--- src/common/tpf_consts.vh ---
// constants for the transmit packet flow and statistics block
//
// Operation
// - between frames insert two to the power of the gap code flags.
// - packet available goes high when fifo fill is below low mark.
// - packet available goes low when fifo fill exceeds high mark.
// - packet available holds its value between the two marks.
// - count bytes of sent non-aborted frames in a 32-bit counter.
// - byte register write snapshots count, restarts at the coincident frame's byte count or 0.
// - byte snapshot readable three clocks after the trigger write.
// - channel monitor write also transfers all these counters.
// - frames of 64k bytes or more add nothing to the byte count.
// - count sent non-aborted frames in a 24-bit counter.
// - frame register write snapshots count, valid three clocks later.
// - gap code sets flags inserted between every pair of frames.
// - next frame starts on complete packet or fill over threshold*16.
// - polarity invert bit inverts the packet available output.
// - count user aborted frames in 16 bits, snapshot like others.
`ifndef TPF_CONSTS_VH
`define TPF_CONSTS_VH

// ----------------------------------------------------------------
// register offsets
// ----------------------------------------------------------------
`define TPF_ADDR_CFG        8'hC1
`define TPF_ADDR_CTRL       8'hC2
`define TPF_ADDR_LOW_MARK   8'hC3
`define TPF_ADDR_HIGH_MARK  8'hC4
`define TPF_ADDR_BYTE_B0    8'hC5
`define TPF_ADDR_BYTE_B1    8'hC6
`define TPF_ADDR_BYTE_B2    8'hC7
`define TPF_ADDR_BYTE_B3    8'hC8
`define TPF_ADDR_FRAME_B0   8'hC9
`define TPF_ADDR_FRAME_B1   8'hCA
`define TPF_ADDR_FRAME_B2   8'hCB
`define TPF_ADDR_UABT_B0    8'hCC
`define TPF_ADDR_UABT_B1    8'hCD
`define TPF_ADDR_CHAN_MON   8'h05

// ----------------------------------------------------------------
// fields and reset values
// ----------------------------------------------------------------
`define TPF_CFG_INV_BIT     6
`define TPF_CTRL_GAP_LSB    4
`define TPF_CTRL_THR_LSB    0
`define TPF_RST_CFG         8'h1A
`define TPF_RST_CTRL        8'h24
`define TPF_RST_LOW_MARK    8'h40
`define TPF_RST_HIGH_MARK   8'hF8

// ----------------------------------------------------------------
// timing
// ----------------------------------------------------------------
`define TPF_SNAP_DELAY      2'd3
`define TPF_BIG_PKT_BYTES   17'h10000

`endif

--- src/hdl/tpf_flag_gap.v ---
// inter-frame flag gap counter and start gate
`timescale 1ns/10ps
`default_nettype none
`include "tpf_consts.vh"

module tpf_flag_gap (
  input  wire       clk_sys,
  input  wire       srst,
  input  wire [3:0] flag_gap_code,
  input  wire       frame_end,
  input  wire       flag_slot,
  output wire       gap_done
);

  reg [15:0] flags_left_q;
  reg        busy_q;

  // ----------------------------------------------------------------
  // load two to the code at frame end, count down one per flag slot
  // ----------------------------------------------------------------
  always @(posedge clk_sys) begin
    if (srst) begin
      flags_left_q <= 16'h0000;
      busy_q       <= 1'b0;
    end else if (frame_end) begin
      flags_left_q <= 16'h0001 << flag_gap_code;
      busy_q       <= 1'b1;
    end else if (busy_q && flag_slot) begin
      if (flags_left_q == 16'h0001) begin
        busy_q <= 1'b0;
      end
      flags_left_q <= flags_left_q - 16'h0001;
    end
  end

  assign gap_done = ~busy_q & ~frame_end;

endmodule // tpf_flag_gap
`default_nettype wire

--- src/hdl/tpf_sat_counter.v ---
// saturating event counter with snapshot and restart
`timescale 1ns/10ps
`default_nettype none
`include "tpf_consts.vh"

module tpf_sat_counter #(
  parameter WIDTH = 32
) (
  input  wire             clk_sys,
  input  wire             srst,
  input  wire             inc_en,
  input  wire [16:0]      inc_amt,
  input  wire             snap,
  output reg  [WIDTH-1:0] snap_q
);

  reg  [WIDTH-1:0] count_q;
  wire [WIDTH:0]   sum;
  wire [WIDTH-1:0] ones;
  wire [WIDTH-1:0] amt;
  wire [WIDTH+16:0] amt_ext;

  // widen first so the slice stays in range for any counter width
  assign ones    = {WIDTH{1'b1}};
  assign amt_ext = {{WIDTH{1'b0}}, inc_amt};
  assign amt     = amt_ext[WIDTH-1:0];
  assign sum  = {1'b0, count_q} + {1'b0, amt};

  // ----------------------------------------------------------------
  // count with saturation; snapshot restarts at the coincident amount
  // ----------------------------------------------------------------
  always @(posedge clk_sys) begin
    if (srst) begin
      count_q <= {WIDTH{1'b0}};
      snap_q  <= {WIDTH{1'b0}};
    end else if (snap) begin
      snap_q  <= count_q;
      count_q <= inc_en ? amt : {WIDTH{1'b0}};
    end else if (inc_en) begin
      count_q <= sum[WIDTH] ? ones : sum[WIDTH-1:0];
    end
  end

endmodule // tpf_sat_counter
`default_nettype wire

--- src/hdl/tpf_top.v ---
// transmit fifo flow control, flag gap and statistics counters
//
// The address-and-strobe port was chosen for this implementation.
`timescale 1ns/10ps
`default_nettype none
`include "tpf_consts.vh"

module tpf_top (
  input  wire       clk_sys,
  input  wire       srst,
  // register port
  input  wire [7:0] reg_addr,
  input  wire [7:0] reg_wdata,
  input  wire       reg_wr,
  input  wire       reg_rd,
  output reg  [7:0] reg_rdata_q,
  // fifo and frame state from the same clock domain
  input  wire [8:0] fifo_fill,
  input  wire       fifo_has_packet,
  input  wire       frame_end,
  input  wire       frame_aborted,
  input  wire       frame_user_abort,
  input  wire       byte_sent,
  input  wire       flag_slot,
  // link side
  output reg        packet_available_q,
  output reg        frame_start_ok_q
);

  // ----------------------------------------------------------------
  // configuration registers
  // ----------------------------------------------------------------
  reg [7:0] cfg_q;
  reg [7:0] ctrl_q;
  reg [7:0] avail_low_mark_q;
  reg [7:0] avail_high_mark_q;

  wire [3:0] flag_gap_code   = ctrl_q[`TPF_CTRL_GAP_LSB +: 4];
  wire [3:0] start_threshold = ctrl_q[`TPF_CTRL_THR_LSB +: 4];
  wire       avail_polarity_invert = cfg_q[`TPF_CFG_INV_BIT];

  always @(posedge clk_sys) begin
    if (srst) begin
      cfg_q             <= `TPF_RST_CFG;
      ctrl_q            <= `TPF_RST_CTRL;
      avail_low_mark_q  <= `TPF_RST_LOW_MARK;
      avail_high_mark_q <= `TPF_RST_HIGH_MARK;
    end else if (reg_wr) begin
      case (reg_addr)
        `TPF_ADDR_CFG:       cfg_q             <= reg_wdata;
        `TPF_ADDR_CTRL:      ctrl_q            <= reg_wdata;
        `TPF_ADDR_LOW_MARK:  avail_low_mark_q  <= reg_wdata;
        `TPF_ADDR_HIGH_MARK: avail_high_mark_q <= reg_wdata;
        default: ;
      endcase
    end
  end

  // ----------------------------------------------------------------
  // watermark hysteresis for packet available
  // ----------------------------------------------------------------
  reg avail_raw_q;

  always @(posedge clk_sys) begin
    if (srst) begin
      avail_raw_q <= 1'b1;
    end else if (fifo_fill < {1'b0, avail_low_mark_q}) begin
      avail_raw_q <= 1'b1;
    end else if (fifo_fill > {1'b0, avail_high_mark_q}) begin
      avail_raw_q <= 1'b0;
    end
    // between the marks the level is kept
  end

  always @(posedge clk_sys) begin
    if (srst) begin
      packet_available_q <= 1'b0;
    end else begin
      packet_available_q <= avail_raw_q ^ avail_polarity_invert;
    end
  end

  // ----------------------------------------------------------------
  // frame start gate: gap elapsed and enough data stored
  // ----------------------------------------------------------------
  wire gap_done;
  wire fill_over;

  tpf_flag_gap u_gap (
    .clk_sys       (clk_sys),
    .srst          (srst),
    .flag_gap_code (flag_gap_code),
    .frame_end     (frame_end),
    .flag_slot     (flag_slot),
    .gap_done      (gap_done)
  );

  assign fill_over = fifo_fill > {1'b0, start_threshold, 4'h0};

  always @(posedge clk_sys) begin
    if (srst) begin
      frame_start_ok_q <= 1'b0;
    end else begin
      frame_start_ok_q <= gap_done & (fifo_has_packet | fill_over);
    end
  end

  // ----------------------------------------------------------------
  // per-frame byte tally, held back until frame end
  // ----------------------------------------------------------------
  reg [16:0] frame_bytes_q;
  wire       good_end  = frame_end & ~frame_aborted;
  wire       too_big   = frame_bytes_q >= `TPF_BIG_PKT_BYTES;
  wire       byte_inc  = good_end & ~too_big & (frame_bytes_q != 17'h0);

  always @(posedge clk_sys) begin
    if (srst || frame_end) begin
      frame_bytes_q <= 17'h00000;
    end else if (byte_sent && !too_big) begin
      frame_bytes_q <= frame_bytes_q + 17'h00001;
    end
  end

  // ----------------------------------------------------------------
  // snapshot triggers, contents valid three clocks after the write
  // ----------------------------------------------------------------
  wire wr_any   = reg_wr & (reg_addr == `TPF_ADDR_CHAN_MON);
  wire wr_byte  = reg_wr & (reg_addr >= `TPF_ADDR_BYTE_B0) &
                  (reg_addr <= `TPF_ADDR_BYTE_B3);
  wire wr_frame = reg_wr & (reg_addr >= `TPF_ADDR_FRAME_B0) &
                  (reg_addr <= `TPF_ADDR_FRAME_B2);
  wire wr_uabt  = reg_wr & ((reg_addr == `TPF_ADDR_UABT_B0) |
                  (reg_addr == `TPF_ADDR_UABT_B1));

  reg  [1:0] snap_b_q;
  reg  [1:0] snap_f_q;
  reg  [1:0] snap_u_q;

  // a snapshot pulse fires on the second edge after the trigger
  always @(posedge clk_sys) begin
    if (srst) begin
      snap_b_q <= 2'b00;
      snap_f_q <= 2'b00;
      snap_u_q <= 2'b00;
    end else begin
      snap_b_q <= {snap_b_q[0], wr_byte  | wr_any};
      snap_f_q <= {snap_f_q[0], wr_frame | wr_any};
      snap_u_q <= {snap_u_q[0], wr_uabt  | wr_any};
    end
  end

  wire [31:0] byte_snap;
  wire [23:0] frame_snap;
  wire [15:0] uabt_snap;

  tpf_sat_counter #(.WIDTH(32)) u_bytes (
    .clk_sys (clk_sys),
    .srst    (srst),
    .inc_en  (byte_inc),
    .inc_amt (frame_bytes_q),
    .snap    (snap_b_q[1]),
    .snap_q  (byte_snap)
  );

  tpf_sat_counter #(.WIDTH(24)) u_frames (
    .clk_sys (clk_sys),
    .srst    (srst),
    .inc_en  (good_end),
    .inc_amt (17'h00001),
    .snap    (snap_f_q[1]),
    .snap_q  (frame_snap)
  );

  tpf_sat_counter #(.WIDTH(16)) u_uabt (
    .clk_sys (clk_sys),
    .srst    (srst),
    .inc_en  (frame_end & frame_user_abort),
    .inc_amt (17'h00001),
    .snap    (snap_u_q[1]),
    .snap_q  (uabt_snap)
  );

  // ----------------------------------------------------------------
  // read mux, data one cycle after the read strobe
  // ----------------------------------------------------------------
  reg [7:0] rd_mux;

  always @* begin
    case (reg_addr)
      `TPF_ADDR_CFG:       rd_mux = cfg_q;
      `TPF_ADDR_CTRL:      rd_mux = ctrl_q;
      `TPF_ADDR_LOW_MARK:  rd_mux = avail_low_mark_q;
      `TPF_ADDR_HIGH_MARK: rd_mux = avail_high_mark_q;
      `TPF_ADDR_BYTE_B0:   rd_mux = byte_snap[7:0];
      `TPF_ADDR_BYTE_B1:   rd_mux = byte_snap[15:8];
      `TPF_ADDR_BYTE_B2:   rd_mux = byte_snap[23:16];
      `TPF_ADDR_BYTE_B3:   rd_mux = byte_snap[31:24];
      `TPF_ADDR_FRAME_B0:  rd_mux = frame_snap[7:0];
      `TPF_ADDR_FRAME_B1:  rd_mux = frame_snap[15:8];
      `TPF_ADDR_FRAME_B2:  rd_mux = frame_snap[23:16];
      `TPF_ADDR_UABT_B0:   rd_mux = uabt_snap[7:0];
      `TPF_ADDR_UABT_B1:   rd_mux = uabt_snap[15:8];
      default:             rd_mux = 8'h00;
    endcase
  end

  always @(posedge clk_sys) begin
    if (srst) begin
      reg_rdata_q <= 8'h00;
    end else if (reg_rd) begin
      reg_rdata_q <= rd_mux;
    end else begin
      reg_rdata_q <= 8'h00;
    end
  end

endmodule // tpf_top
`default_nettype wire

--- config.mk ---
export PLATFORM = sky130hd
export DESIGN_NAME = tpf_top
export DESIGN_NICKNAME = d
export VERILOG_FILES = /design/src/hdl/tpf_flag_gap.v /design/src/hdl/tpf_sat_counter.v /design/src/hdl/tpf_top.v
export VERILOG_INCLUDE_DIRS = /design/src /design/src/common
export SDC_FILE = /design/constraint.sdc
export NUM_CORES = 1
export LEC_CHECK = 0
export ABC_CLOCK_PERIOD_IN_PS = 2350
export BUFFER_PORTS_ARGS = -buffer_cell sky130_fd_sc_hd__buf_2
export CAP_MARGIN = 15
export CORE_ASPECT_RATIO = 1.2
export CORE_MARGIN = 4
export CORE_UTILIZATION = 32
export DETAILED_ROUTE_END_ITERATION = 8
export SYNTH_ARGS = -nofsm -noshare
export SYNTH_HDL_FRONTEND = slang
export SYNTH_SLANG_ARGS = --single-unit
--- constraint.sdc ---
create_clock -name clk_sys -period 2.35 [get_ports clk_sys]
set_clock_uncertainty 0.05 [all_clocks]
set_input_delay 0.1175 -clock clk_sys [delete_from_list [all_inputs] [get_ports clk_sys]]
set_output_delay 0.1175 -clock clk_sys [all_outputs]
set_load 0.05 [all_outputs]
# ---- Word-level counts from Yosys, hierarchy flattened
# Index checks and enable logic that the tools add are counted.
dict set report totals {
  register_bits 227
  latch_bits 0
  ram_bits 0
  mem_bits_ro 0
  in_bits 35
  output_inout_bits 10
  word_cells 107
  memories 0
}
dict set report op_classes {
  addsub 5
  mul 0
  n_div 0
  order_cmp 8
  n_eq_ne 15
  shift 1
  muxes 18
  bitwise 23
  reduce_logical 17
}
# cell n
set op_table {}
lappend op_table {{$eq 8x8->1 const B} 13}
lappend op_table {{$pmux 8 s13} 1}
lappend op_table {{$mux 32} 3}
lappend op_table {{$mux 16} 5}
lappend op_table {{$mux 24} 3}
lappend op_table {{$add 32x17->33} 1}
lappend op_table {{$add 24x1->25 const B} 1}
lappend op_table {{$gt 9x8->1} 2}
lappend op_table {{$add 16x1->17 const B} 1}
lappend op_table {{$add 17x1->17 const B} 1}
lappend op_table {{$ge 17x17->1 const B} 1}
lappend op_table {{$mux 17} 1}
lappend op_table {{$reduce_bool 17->1} 1}
lappend op_table {{$eq 16x1->1 const B} 1}
lappend op_table {{$ge 8x8->1 const B} 2}
lappend op_table {{$le 8x8->1 const B} 2}
lappend op_table {{$shl 1x4->16 const A} 1}
lappend op_table {{$sub 16x1->16 const B} 1}
lappend op_table {{$and 1x1->1} 12}
lappend op_table {{$reduce_and 2->1} 5}
lappend op_table {{$reduce_bool 2->1} 5}
lappend op_table {{$lt 9x8->1} 1}
lappend op_table {{$eq 8x3->1 const B} 1}
lappend op_table {{$mux 1} 5}
lappend op_table {{7 further kinds} 17}

# ---- Depth between registers and ports, before layout
# Gate-level depths: netlist of the first run.
dict set report depth {
  word_depth 6
  ltp_mapped 11
  mapped_depth_nobuf 9
}

# ---- Cells and area by module
# A second synthesis of the first run with hierarchy kept.
dict set report hier_totals {
  hier_cells 1641
  area_unflattened_um2 13868.3
}
# module instances cells_each area_per_inst_um2 seq_area_each_um2
set modules_own_cells {}
lappend modules_own_cells {tpf_top 1 469 4015.1 1321.3}
lappend modules_own_cells {{tpf_sat_counter (u_bytes)} 1 433 3633.5 1281.2}
lappend modules_own_cells {{tpf_sat_counter (u_frames)} 1 351 2984.1 960.9}
lappend modules_own_cells {{tpf_sat_counter (u_uabt)} 1 258 2188.3 640.6}
lappend modules_own_cells {tpf_flag_gap 1 130 1047.3 340.3}

# ---- Worst setup path after synthesis of the first run
# No wires, ideal clock.
dict set report synth_timing {
  path_type {register to register}
  from {register frame_bytes_q[0]}
  to {register u_bytes.count_q[25]}
  setup_ns 0.138
  t_arrival_ns 2.370
  t_required_ns 2.162
  path_slack_ns -0.208
  path_stages_with_launch 10
  n_path_buf 0
  synth_period_minus_slack_ns 2.558
  path_cell_list {dfxtp_1 > ha_1 > fa_1 > a21o_1 > a221oi_2 > nor3b_2 > o211ai_1 > nand3_1 > nor2_1 > a311oi_1}
}
dict set report synth_between {
  elab_chain_len 5
  word_cells_on_any_way 10
  classes_between {add/sub (1); order compare (1); mux (3); bitwise (3); reduce/logical (2)}
}
# element line
set synth_rtl {}
lappend synth_rtl {{start: declaration} tpf_top.v:111} ;# reg [16:0] frame_bytes_q;
lappend synth_rtl {{start signal: assignment} tpf_top.v:120} ;# frame_bytes_q <= frame_bytes_q + 17'h00001;
lappend synth_rtl {{branches (longest 5 deep; another with $add 32x17->33)} --}
lappend synth_rtl {{end signal: assignment} tpf_sat_counter.v:34} ;# count_q <= {WIDTH{1'b0}};
lappend synth_rtl {{end signal: assignment} tpf_sat_counter.v:38} ;# count_q <= inc_en ? amt : {WIDTH{1'b0}};
lappend synth_rtl {{end signal: assignment} tpf_sat_counter.v:40} ;# count_q <= sum[WIDTH] ? ones : sum[WIDTH-1:0];
lappend synth_rtl {{end: declaration} tpf_sat_counter.v:17} ;# reg [WIDTH-1:0] count_q;
# Several ways; the timed one is not identified. The select of a mux whose other input is x is not followed.
# A chain may end at the register's enable or synchronous reset.

# ---- Worst setup path after layout of the first run
dict set report layout_timing {
  from {register u_bytes.count_q[0]}
  to {register u_bytes.count_q[30]}
}
dict set report layout_between {
  elab_chain_len 4
}
# element line
set layout_rtl {}
lappend layout_rtl {{$add 32x17->33} tpf_sat_counter.v:27} ;# assign sum = {1'b0, count_q} + {1'b0, amt};
lappend layout_rtl {{$mux 32} tpf_sat_counter.v:40}
lappend layout_rtl {{$mux 32} tpf_sat_counter.v:39} ;# end else if (inc_en) begin
lappend layout_rtl {{$mux 32} tpf_sat_counter.v:36} ;# end else if (snap) begin
# No other way between the ends. The select of a mux whose other input is x is not followed.

==> results.cfg, run 1 <==
[outcome]
status = complete, but fails checks
violations = setup timing

[critical_path]
worst_r2r_path_depth = 12
crit_path_end_kind = flop
cp_data_arrival_time_ns = 2.87
cp_max_fo = 7
r2r_slack_ns = -0.16
timing.critical_path.from_type = flop
worstPathRequired_ns = 2.71
startpoint = u_bytes.count_q[0]$_SDFFE_PP0P_
r2r-start = u_bytes.count_q[0]$_SDFFE_PP0P_
crit_type = flop to flop

[layout]
final_cell_mix = 222 x dfxtp_1, 207 x nor2_1, 147 x buf_4
area_growth_pct = 25.4
finalNonFillerCells = 2072
ff_latch_area_um2 = 4550
multiInputGateArea_um2 = 7120
final_nets = 1664
layout-drive-gt1-share_pct = 20.0
final_common_cell = dfxtp_1
num-fill-cells = 3587

[drt]
ant_nets = 0
vias = 11200
drc_errors = 0
wire_per_inst_um = 18.0
dr.pass1.iters = 6
routed_via_density = 5.38
finalWirelength_um = 37400
drt_iter0_markers = 977

[grt]
top_usage_layer = met2
grt_use_met2_pct = 30.4
grt_pass1_vias = 10700
use_met1_pct = 23.0
grt_use_met3_pct = 2.27
grt_usage_pct = 18.1
grt_overflow = 0
grt_pass1_wl_um = 58600
grt_max_degree = 74
antenna_found_initial = 1

[synthesis]
synth_top_cells_by_area = dfxtp_1 39%, mux2i_1 7.7%, nor2_1 6.8%, a21oi_1 4.8%, ha_1 4.5%
yosysTopAreaCell = dfxtp_1
synth.yosys.warnings = 0
syn_area_per_cell_um2 = 8.22
synth-seq-cells = 227
synth-edff-count = 0
synth_top_cell_area_share_pct = 38.6
synth_cell_types = 77
syn_inst = 1432
syn_area_um2 = 11800
ys.flop_type = dfxtp_1
async_flop_share_pct = 0
syn-num-nets = 1510
ys_seq_area_share_pct = 38.6

[power]
power.density_nw_per_um2 = 574
total_leakage_power_nw = 5.56
ir_drop_uv = 592

[flow_run]
cap_violations = 0

[cts]
clock_latency_ns = 0.54
clk_pin_slew_worst_paths_ns = 0.06
cts_max_level = 1
cts_tree = built
cts_made_buffers = 25
clockBufferDepth = 3
ctsRootBufferMaster = clkbuf_16
cts_sinks = 227

[sta]
rsz0062_at_grt = true
setup_violations = 27
maxSlewViolCount = 0
setup_slack_ns = -0.156
fin_setup_tns_ns = -2.36
final_hold_viol_count = 0
min_period_ns = 2.51
tightest_slew_ns = 0.624
max_freq_ghz = 0.399
relSlewSlack_pct = 58.3
timing.final.crit_share_pct = 107

[floorplan]
dieWidth_um = 183
rows = 76
pin_count = 45
die_area_um2 = 39900
die_h_um = 218
initial_utilization_pct = 32.6
coreArea_um2 = 36100

[placed_design]
portBuffers = 44
place.gp.congestion = 0.943
dp_hpwl_um = 28100
dp.cells = 2003

[min_path]
hold_path_depth = 4
min_path_type = primary input to flop
min-delay-start = fifo_fill[7]
[worst paths after layout]
kind / endpoint
hold reg to reg: snap_u_q[1]$_SDFF_PP0_
hold / removal: avail_raw_q$_SDFFE_PP1N_
setup / recovery: u_bytes.count_q[30]$_SDFFE_PP0P_
setup reg to reg: u_bytes.count_q[30]$_SDFFE_PP0P_
[metrics by stage]
step	util (%)	hold WS, ns	cell area [um^2]	total power [W]	setup WS, ns
3_5_place_dp	36.9	0.373	13400	0.00459	-0.260
2_1_floorplan	-	0.191	11800	0.00436	-0.0458
5_1_grt	40.8	0.0653	14800	0.00875	-0.272
4_1_cts	40.2	0.0152	14500	0.00855	-0.152
6_report	40.8	0.0396	14800	0.00846	-0.156
3_3_place_gp	36.9	0.365	13400	0.00458	-0.214
[cells in the mapped netlist, types with 7 or more instances]
library cell	count
inv_1	32
nor3_1	41
a22oi_1	13
buf_1	7
dfxtp_1	227
or2_2	8
o22ai_1	8
a31oi_1	24
a21oi_1	112
nor2_1	212
and3_1	24
ha_1	42
buf_2	7
xor2_1	16
nand3_1	81
a21o_1	10
and2_1	7
mux2i_1	90
nand2_1	123
xnor2_1	11
a311oi_1	12
o21ai_0	58
and4_1	8
clkbuf_1	68
or3_1	9
nand4_1	17
nor2b_1	16
nand2b_1	8
a211oi_1	27
[power by group]
group	total [W]	internal, W	switching, W
logic	0.000621	0.000234	0.000388
registers	0.00392	0.00389	0.0000344
clock network	0.00392	0.00228	0.00164
[registers in the layout, indices dropped and copies added (netlist names)]
signal / flops
avail_low_mark_q: 8
avail_raw_q: 1
cfg_q: 8
u_bytes.count_q: 32
u_bytes.snap_q: 32
snap_u_q: 2
frame_bytes_q: 17
frame_start_ok_q: 1
u_uabt.snap_q: 16
ctrl_q: 8
u_gap.flags_left_q: 16
packet_available_q: 1
reg_rdata_q: 8
u_uabt.count_q: 16
u_frames.snap_q: 24
u_gap.busy_q: 1
snap_b_q: 2
u_frames.count_q: 24
snap_f_q: 2
avail_high_mark_q: 8
[worst max-delay path, stage by stage (launching register included)]
cell and delay [ns]:
dfxtp_2 0.34, ha_4 0.17, fa_2 0.33, a21o_1 0.21
a221oi_4 0.38, nor3b_4 0.09, o21ai_2 0.21, buf_6 0.16
buf_6 0.09, a21oi_4 0.07, buf_6 0.12, a31oi_1 0.12
nor3_1 0.06
[metal layers]
layer,vias to the layer above,part of all wire [%]
li1,5509,-
met1,5227,43
met2,327,47
met3,94,5.0
met4,0,5.0
met5,-,0
[repair_timing]
item,4_1_cts,5_1_grt
gates cloned,0,0
endpoints found under the setup margin,32,43
pin swaps,28,30
hold buffers,16,0
hold endpoints to repair,64,0
resized for setup,40,41
buffers inserted,5,5
[cell families after synthesis]
family	Yosys count	share of synthesized area (%)
and+or+nand+nor	582	23.4
buffers and inverters	119	4.10
adders and majority gates	43	4.64
AOI/OAI and AO/OA	336	18.4
muxes	98	8.81
DFF	227	38.6
xor gates and xnor gates	27	2.01
[layout make-up]
| cell class | instances | share of cell area (%) |
|---|---|---|
| multi-input combinational | 1086 | 48.3 |
| sequential | 227 | 30.8 |
| timing repair buffer | 213 | 10.6 |
| clock buffer | 34 | 4.67 |
| tap | 468 | 3.97 |
| inverter | 33 | 0.840 |
| clock inverter | 10 | 0.780 |
| antenna | 1 | 0.0170 |
No activity file was read; power rests on OpenSTA's default activity.
==> inputs of run 2 (changes only) <==
--- a/config.mk
+++ b/config.mk
@@ -12,6 +12,7 @@
 export CORE_ASPECT_RATIO = 1.2
 export CORE_MARGIN = 4
 export CORE_UTILIZATION = 32
+export CTS_BUF_LIST = sky130_fd_sc_hd__clkbuf_2
 export DETAILED_ROUTE_END_ITERATION = 8
 export SYNTH_ARGS = -nofsm -noshare
 export SYNTH_HDL_FRONTEND = slang
==> run 2 against run 1 <==
  * The flow still finishes with violations (setup timing)
  * Cell count grew 6.1%
  * Register-to-register slack lost 0.04 ns
  * Critical path depth shrank 2
  * Setup slack lost 0.037 ns
  * Critical path type unchanged
  * Largest cell class unchanged
  * Highest routed layer is now met5
==> results.cfg, run 2 (synthesis gave the netlist of run 1 again) <==
[outcome]
status = complete, but fails checks
violations = setup timing

[sta]
rsz0062_at_grt = true
setup_violations = 29
relSlewSlack_pct = 58.5
min_period_ns = 2.54
final_hold_viol_count = 0
timing.final.crit_share_pct = 108
maxSlewViolCount = 0
max_freq_ghz = 0.393
tightest_slew_ns = 0.622
setup_slack_ns = -0.193

[critical_path]
r2r-start = u_bytes.count_q[0]$_SDFFE_PP0P_
r2r_end = u_bytes.count_q[25]$_SDFFE_PP0P_
cp_data_arrival_time_ns = 3.27
crit_type = flop to flop
r2r_slack_ns = -0.19
worstPathRequired_ns = 3.08
cp_max_fo = 8
crit_path_end_kind = flop
worst_r2r_path_depth = 10
timing.critical_path.from_type = flop

[drt]
drt_iter0_markers = 975
vias = 11900
m1WireLength_um = 16700
ant_nets = 0
finalWirelength_um = 39100
drc_errors = 0
wire_per_inst_um = 17.8
met2WireLength_um = 18700
highest-signal-layer = met5
routed_via_density = 5.40
dr.pass1.iters = 8
wl_met3_um = 1810

[floorplan]
rows = 76
dieWidth_um = 183
coreArea_um2 = 36100
pin_count = 45
initial_utilization_pct = 32.6
die_h_um = 218
die_area_um2 = 39900

[min_path]
min-delay-start = reg_addr[0]
hold_path_depth = 5
whs_endpoint = reg_rdata_q[7]$_SDFF_PP0_
min_path_type = primary input to flop

[placed_design]
preCtsSetupSlack_ns = -0.260
portBuffers = 44
dp_hpwl_um = 28100
place.gp.congestion = 0.943
dpl-instance-area_um2 = 13400

[power]
p_comb_share_pct = 9.2
p_seq_share_pct = 53.1
power.density_nw_per_um2 = 489
clkPwrFrac_pct = 37.6
p_int_w = 0.00524
switching_share_pct = 28.8
p_sw_w = 0.00213
ir_drop_uv = 261
total_leakage_power_nw = 5.84

[cts]
cts_sinks = 227
cts_max_level = 2
clock_latency_ns = 0.93
cts_tree = built
cts_made_buffers = 60
clk_pin_slew_worst_paths_ns = 0.10
ctsRootBufferMaster = clkbuf_2
clockBufferDepth = 3

[layout]
top_regs = u_bytes.count_q x32, u_bytes.snap_q x32
final_common_cell = dfxtp_1
ff_latch_area_um2 = 4550
stdcell_area_um2 = 15100
num-fill-cells = 3619
multiInputGateArea_um2 = 7040
layout-drive-gt1-share_pct = 21.6
area_growth_pct = 28.1
final_cell_mix = 221 x dfxtp_1, 206 x nor2_1, 149 x buf_4
final_nets = 1765

[grt]
grt_max_degree = 74
grt_pass1_wl_um = 60900
antenna_found_initial = 3
grt_pass1_vias = 11500
grt_usage_pct = 18.9
grt_overflow = 0

[flow_run]
cap_violations = 0
run 2: per-stage QoR:
stage                     TNS, ns  std cells  hold slack, ns  total power, W  utilization, %
after floorplan            -0.389       1432           0.191         0.00436               -
after global placement      -3.97       2003           0.365         0.00458            36.9
after detailed placement    -5.74       2003           0.373         0.00459            36.9
after CTS                   -3.14       2189         0.00180         0.00746            41.0
after global routing        -6.38       2198         0.00917         0.00771            41.7
final                       -3.15       2198          0.0336         0.00737            41.7
run 2: final cells by class:
| cell class | instances | share of cell area (%) |
|---|---|---|
| clock inverter | 19 | 0.731 |
| timing repair buffer | 279 | 14.8 |
| inverter | 33 | 0.822 |
| tap | 468 | 3.89 |
| multi-input combinational | 1086 | 46.8 |
| antenna | 2 | 0.0332 |
| sequential | 227 | 30.2 |
| clock buffer | 84 | 2.79 |
run 2: what timing repair did:
action | in CTS | in global routing
endpoints found under the hold margin | 183 | 2
pin swaps | 22 | 23
setup buffers | 4 | 6
setup endpoints to repair | 32 | 45
gates resized for setup | 30 | 48
hold buffers | 79 | 1
cloned | 0 | 0
run 2: how the worst max path moves through the flow:
stage | endpoint | start | slack, ns
global placement | u_bytes.count_q[5]$_SDFFE_PP0P_ | u_bytes.count_q[0]$_SDFFE_PP0P_ | -0.21
global route | u_bytes.count_q[25]$_SDFFE_PP0P_ | u_bytes.count_q[0]$_SDFFE_PP0P_ | -0.33
finish | u_bytes.count_q[25]$_SDFFE_PP0P_ | u_bytes.count_q[0]$_SDFFE_PP0P_ | -0.19
floorplan | u_bytes.count_q[25]$_SDFFE_PP0P_ | frame_bytes_q[0]$_SDFFE_PP0P_ | -0.05
detailed placement | u_bytes.count_q[19]$_SDFFE_PP0P_ | frame_bytes_q[10]$_SDFFE_PP0P_ | -0.26
CTS | u_bytes.count_q[29]$_SDFFE_PP0P_ | u_bytes.count_q[0]$_SDFFE_PP0P_ | -0.16
run 2: power by group through the flow:
stage | combinational [W] | clock (W) | sequential, W
final | 0.000681 | 0.00277 | 0.00392
after CTS | 0.000663 | 0.00288 | 0.00392
after global routing | 0.000744 | 0.00304 | 0.00392
after global placement | 0.000576 | 0 | 0.00400
after floorplan | 0.000354 | 0 | 0.00401
after detailed placement | 0.000584 | 0 | 0.00401
run 2: worst max-delay path: stages, from the launching register on:
cell	delay (ns)
dfxtp_2	0.35
ha_4	0.16
fa_2	0.34
a21o_1	0.24
a221oi_4	0.36
nor3b_4	0.09
o211ai_1	0.22
buf_4	0.16
nand3_4	0.16
nor2_4	0.19
a311oi_1	0.10
run 2: routing by layer:
metal	vias up	GRT usage [%]
li1	5743	-
met4	2	9.46
met5	-	0
met1	5604	23.2
met3	118	3.10
met2	394	31.8
==> inputs of run 3 (changes only) <==
--- a/config.mk
+++ b/config.mk
@@ -9,7 +9,6 @@
 export ABC_CLOCK_PERIOD_IN_PS = 2350
 export BUFFER_PORTS_ARGS = -buffer_cell sky130_fd_sc_hd__buf_2
 export CAP_MARGIN = 15
-export CORE_ASPECT_RATIO = 1.2
 export CORE_MARGIN = 4
 export CORE_UTILIZATION = 32
 export CTS_BUF_LIST = sky130_fd_sc_hd__clkbuf_2
==> run 3 against run 2 <==
  * The run still ends with setup timing left
  * Power up 3.7%
  * Non-clock buffer count fell by 21
  * Hold slack better by 0.020 ns
  * Cell count decreased by 1.0%
  * Clock-buffer cell count grew 5
  * Sequential share of layout area increased by 0.063 points
  * Combinational power fell by 2%
  * Setup slack improved by 0.019 ns
  * Sequential power is essentially flat
  * Critical path depth stayed put
  * Critical endpoint is now u_bytes.count_q[27]$_SDFFE_PP0P_
  * Largest power group unchanged
==> results.cfg, run 3 (synthesis gave the netlist of run 1 again) <==
[layout]
final_common_cell = dfxtp_1
final_nets = 1751
final_cell_mix = 218 x dfxtp_1, 205 x nor2_1, 151 x buf_4
top_regs = u_bytes.count_q x32, u_bytes.snap_q x32
finalNonFillerCells = 2175
area_growth_pct = 28.0
layout-drive-gt1-share_pct = 23.5

[critical_path]
timing.critical_path.from_type = flop
crit_path_end_kind = flop
crit_type = flop to flop
cp_data_arrival_time_ns = 3.15
cp_max_fo = 3
r2r_end = u_bytes.count_q[27]$_SDFFE_PP0P_
r2r_slack_ns = -0.17
startpoint = u_bytes.count_q[0]$_SDFFE_PP0P_
r2r-start = u_bytes.count_q[0]$_SDFFE_PP0P_
endpoint = u_bytes.count_q[27]$_SDFFE_PP0P_
worstPathRequired_ns = 2.97
worst_r2r_path_depth = 10

[cts]
cts_sinks = 227
cts_made_buffers = 67
ctsRootBufferMaster = clkbuf_2
cts_max_level = 3
cts_tree = built
clockBufferDepth = 3
clk_pin_slew_worst_paths_ns = 0.10
clock_latency_ns = 0.88

[sta]
setup_violations = 31
relSlewSlack_pct = 62.7
tightest_slew_ns = 0.560
timing.final.crit_share_pct = 107
maxSlewViolCount = 0
setup_slack_ns = -0.174
fin_setup_tns_ns = -2.82
min_period_ns = 2.52
final_hold_viol_count = 0
max_freq_ghz = 0.396
rsz0062_at_grt = true

[drt]
drt_iter0_markers = 1034
ant_nets = 0
vias = 11700
dr.pass1.iters = 6
wire_per_inst_um = 17.6
routed_via_density = 5.39
drc_errors = 0
finalWirelength_um = 38400

[placed_design]
portBuffers = 44
place.gp.congestion = 0.933
dp.cells = 2003
dp_hpwl_um = 27900

[floorplan]
coreArea_um2 = 35900
die_area_um2 = 39900
rows = 69
dieWidth_um = 200
die_h_um = 200
pin_count = 45
initial_utilization_pct = 32.8

[power]
p_int_w = 0.00549
fin_total_pwr_w = 0.00764
total_leakage_power_nw = 5.79
ir_drop_uv = 235
power.density_nw_per_um2 = 507
p_seq_share_pct = 51.2
clkPwrFrac_pct = 40.1
p_comb_share_pct = 8.7
switching_share_pct = 28.2
p_sw_w = 0.00215

[min_path]
min_path_type = primary input to flop

[grt]
grt_overflow = 0
antenna_found_initial = 2
grt_pass1_wl_um = 59800
grt_max_degree = 54
grt_pass1_vias = 11200
grt_usage_pct = 18.7

[outcome]
status = complete, but fails checks
violations = setup timing

[flow_run]
cap_violations = 0
run 3: worst min-delay path by stage:
stage / startpoint / end / slack [ns] / cells past startpoint
floorplan: reg_wdata[1] / cfg_q[1]$_SDFFE_PP1P_ / 0.19 / 2
global placement: fifo_has_packet / frame_start_ok_q$_SDFF_PP0_ / 0.34 / 3
detailed placement: fifo_has_packet / frame_start_ok_q$_SDFF_PP0_ / 0.35 / 3
CTS: fifo_fill[2] / avail_raw_q$_SDFFE_PP1N_ / 0.001 / 6
global route: reg_addr[6] / reg_rdata_q[7]$_SDFF_PP0_ / -0.008 / 5
finish: fifo_fill[2] / avail_raw_q$_SDFFE_PP1N_ / 0.05 / 6
run 3: critical path, cell delays in order (launching register included):
cell,delay (ns)
dfxtp_2,0.35
ha_4,0.16
fa_2,0.34
a21o_1,0.21
a221oi_4,0.35
nor3b_4,0.10
o211ai_1,0.27
buf_4,0.19
a21oi_4,0.06
a311oi_1,0.21
a211oi_1,0.08
run 3: per-stage QoR:
| step | instance area, um^2 | setup slack, ns | hold WS, ns | util, % |
|---|---|---|---|---|
| CTS | 14700 | -0.182 | 0.00144 | 41.0 |
| global placement | 13400 | -0.279 | 0.336 | 37.3 |
| finish | 15100 | -0.174 | 0.0533 | 41.9 |
| detailed placement | 13400 | -0.305 | 0.352 | 37.3 |
| global route | 15100 | -0.292 | -0.00850 | 41.9 |
| floorplan | 11800 | -0.0458 | 0.191 | - |
run 3: metal layers:
metal / share of wire (%) / up-vias / wire (um) / GRT usage [%]
met5: 0 / - / 0 / 0
met4: 1.8 / 0 / 689 / 5.53
met3: 7.2 / 56 / 2750 / 3.73
met1: 45 / 5548 / 17400 / 25.8
li1: - / 5709 / - / -
met2: 46 / 420 / 17600 / 29.7
run 3: power by group through the flow:
stage               clock [W]  sequential (W)  combinational [W]
CTS                   0.00317         0.00391           0.000646
floorplan                   0         0.00401           0.000354
global route          0.00340         0.00392           0.000728
finish                0.00307         0.00391           0.000666
global placement            0         0.00400           0.000576
detailed placement          0         0.00400           0.000582
run 3: cell type report:
| cell class | instances | area, um^2 |
|---|---|---|
| tap | 461 | 577 |
| fill | 3633 | 20900 |
| clock inverter | 19 | 153 |
| antenna | 2 | 5.00 |
| sequential | 227 | 4560 |
| clock buffer | 89 | 445 |
| inverter | 33 | 124 |
| timing repair buffer | 258 | 2010 |
| multi-input combinational | 1086 | 7190 |
run 3: timing repair:
item / in CTS / in global routing
gates resized for setup: 43 / 65
setup buffers: 4 / 3
hold buffers: 56 / 0
setup endpoints to repair: 32 / 51
cloned: 0 / 0
pin swaps: 29 / 17
hold endpoints to repair: 204 / 0
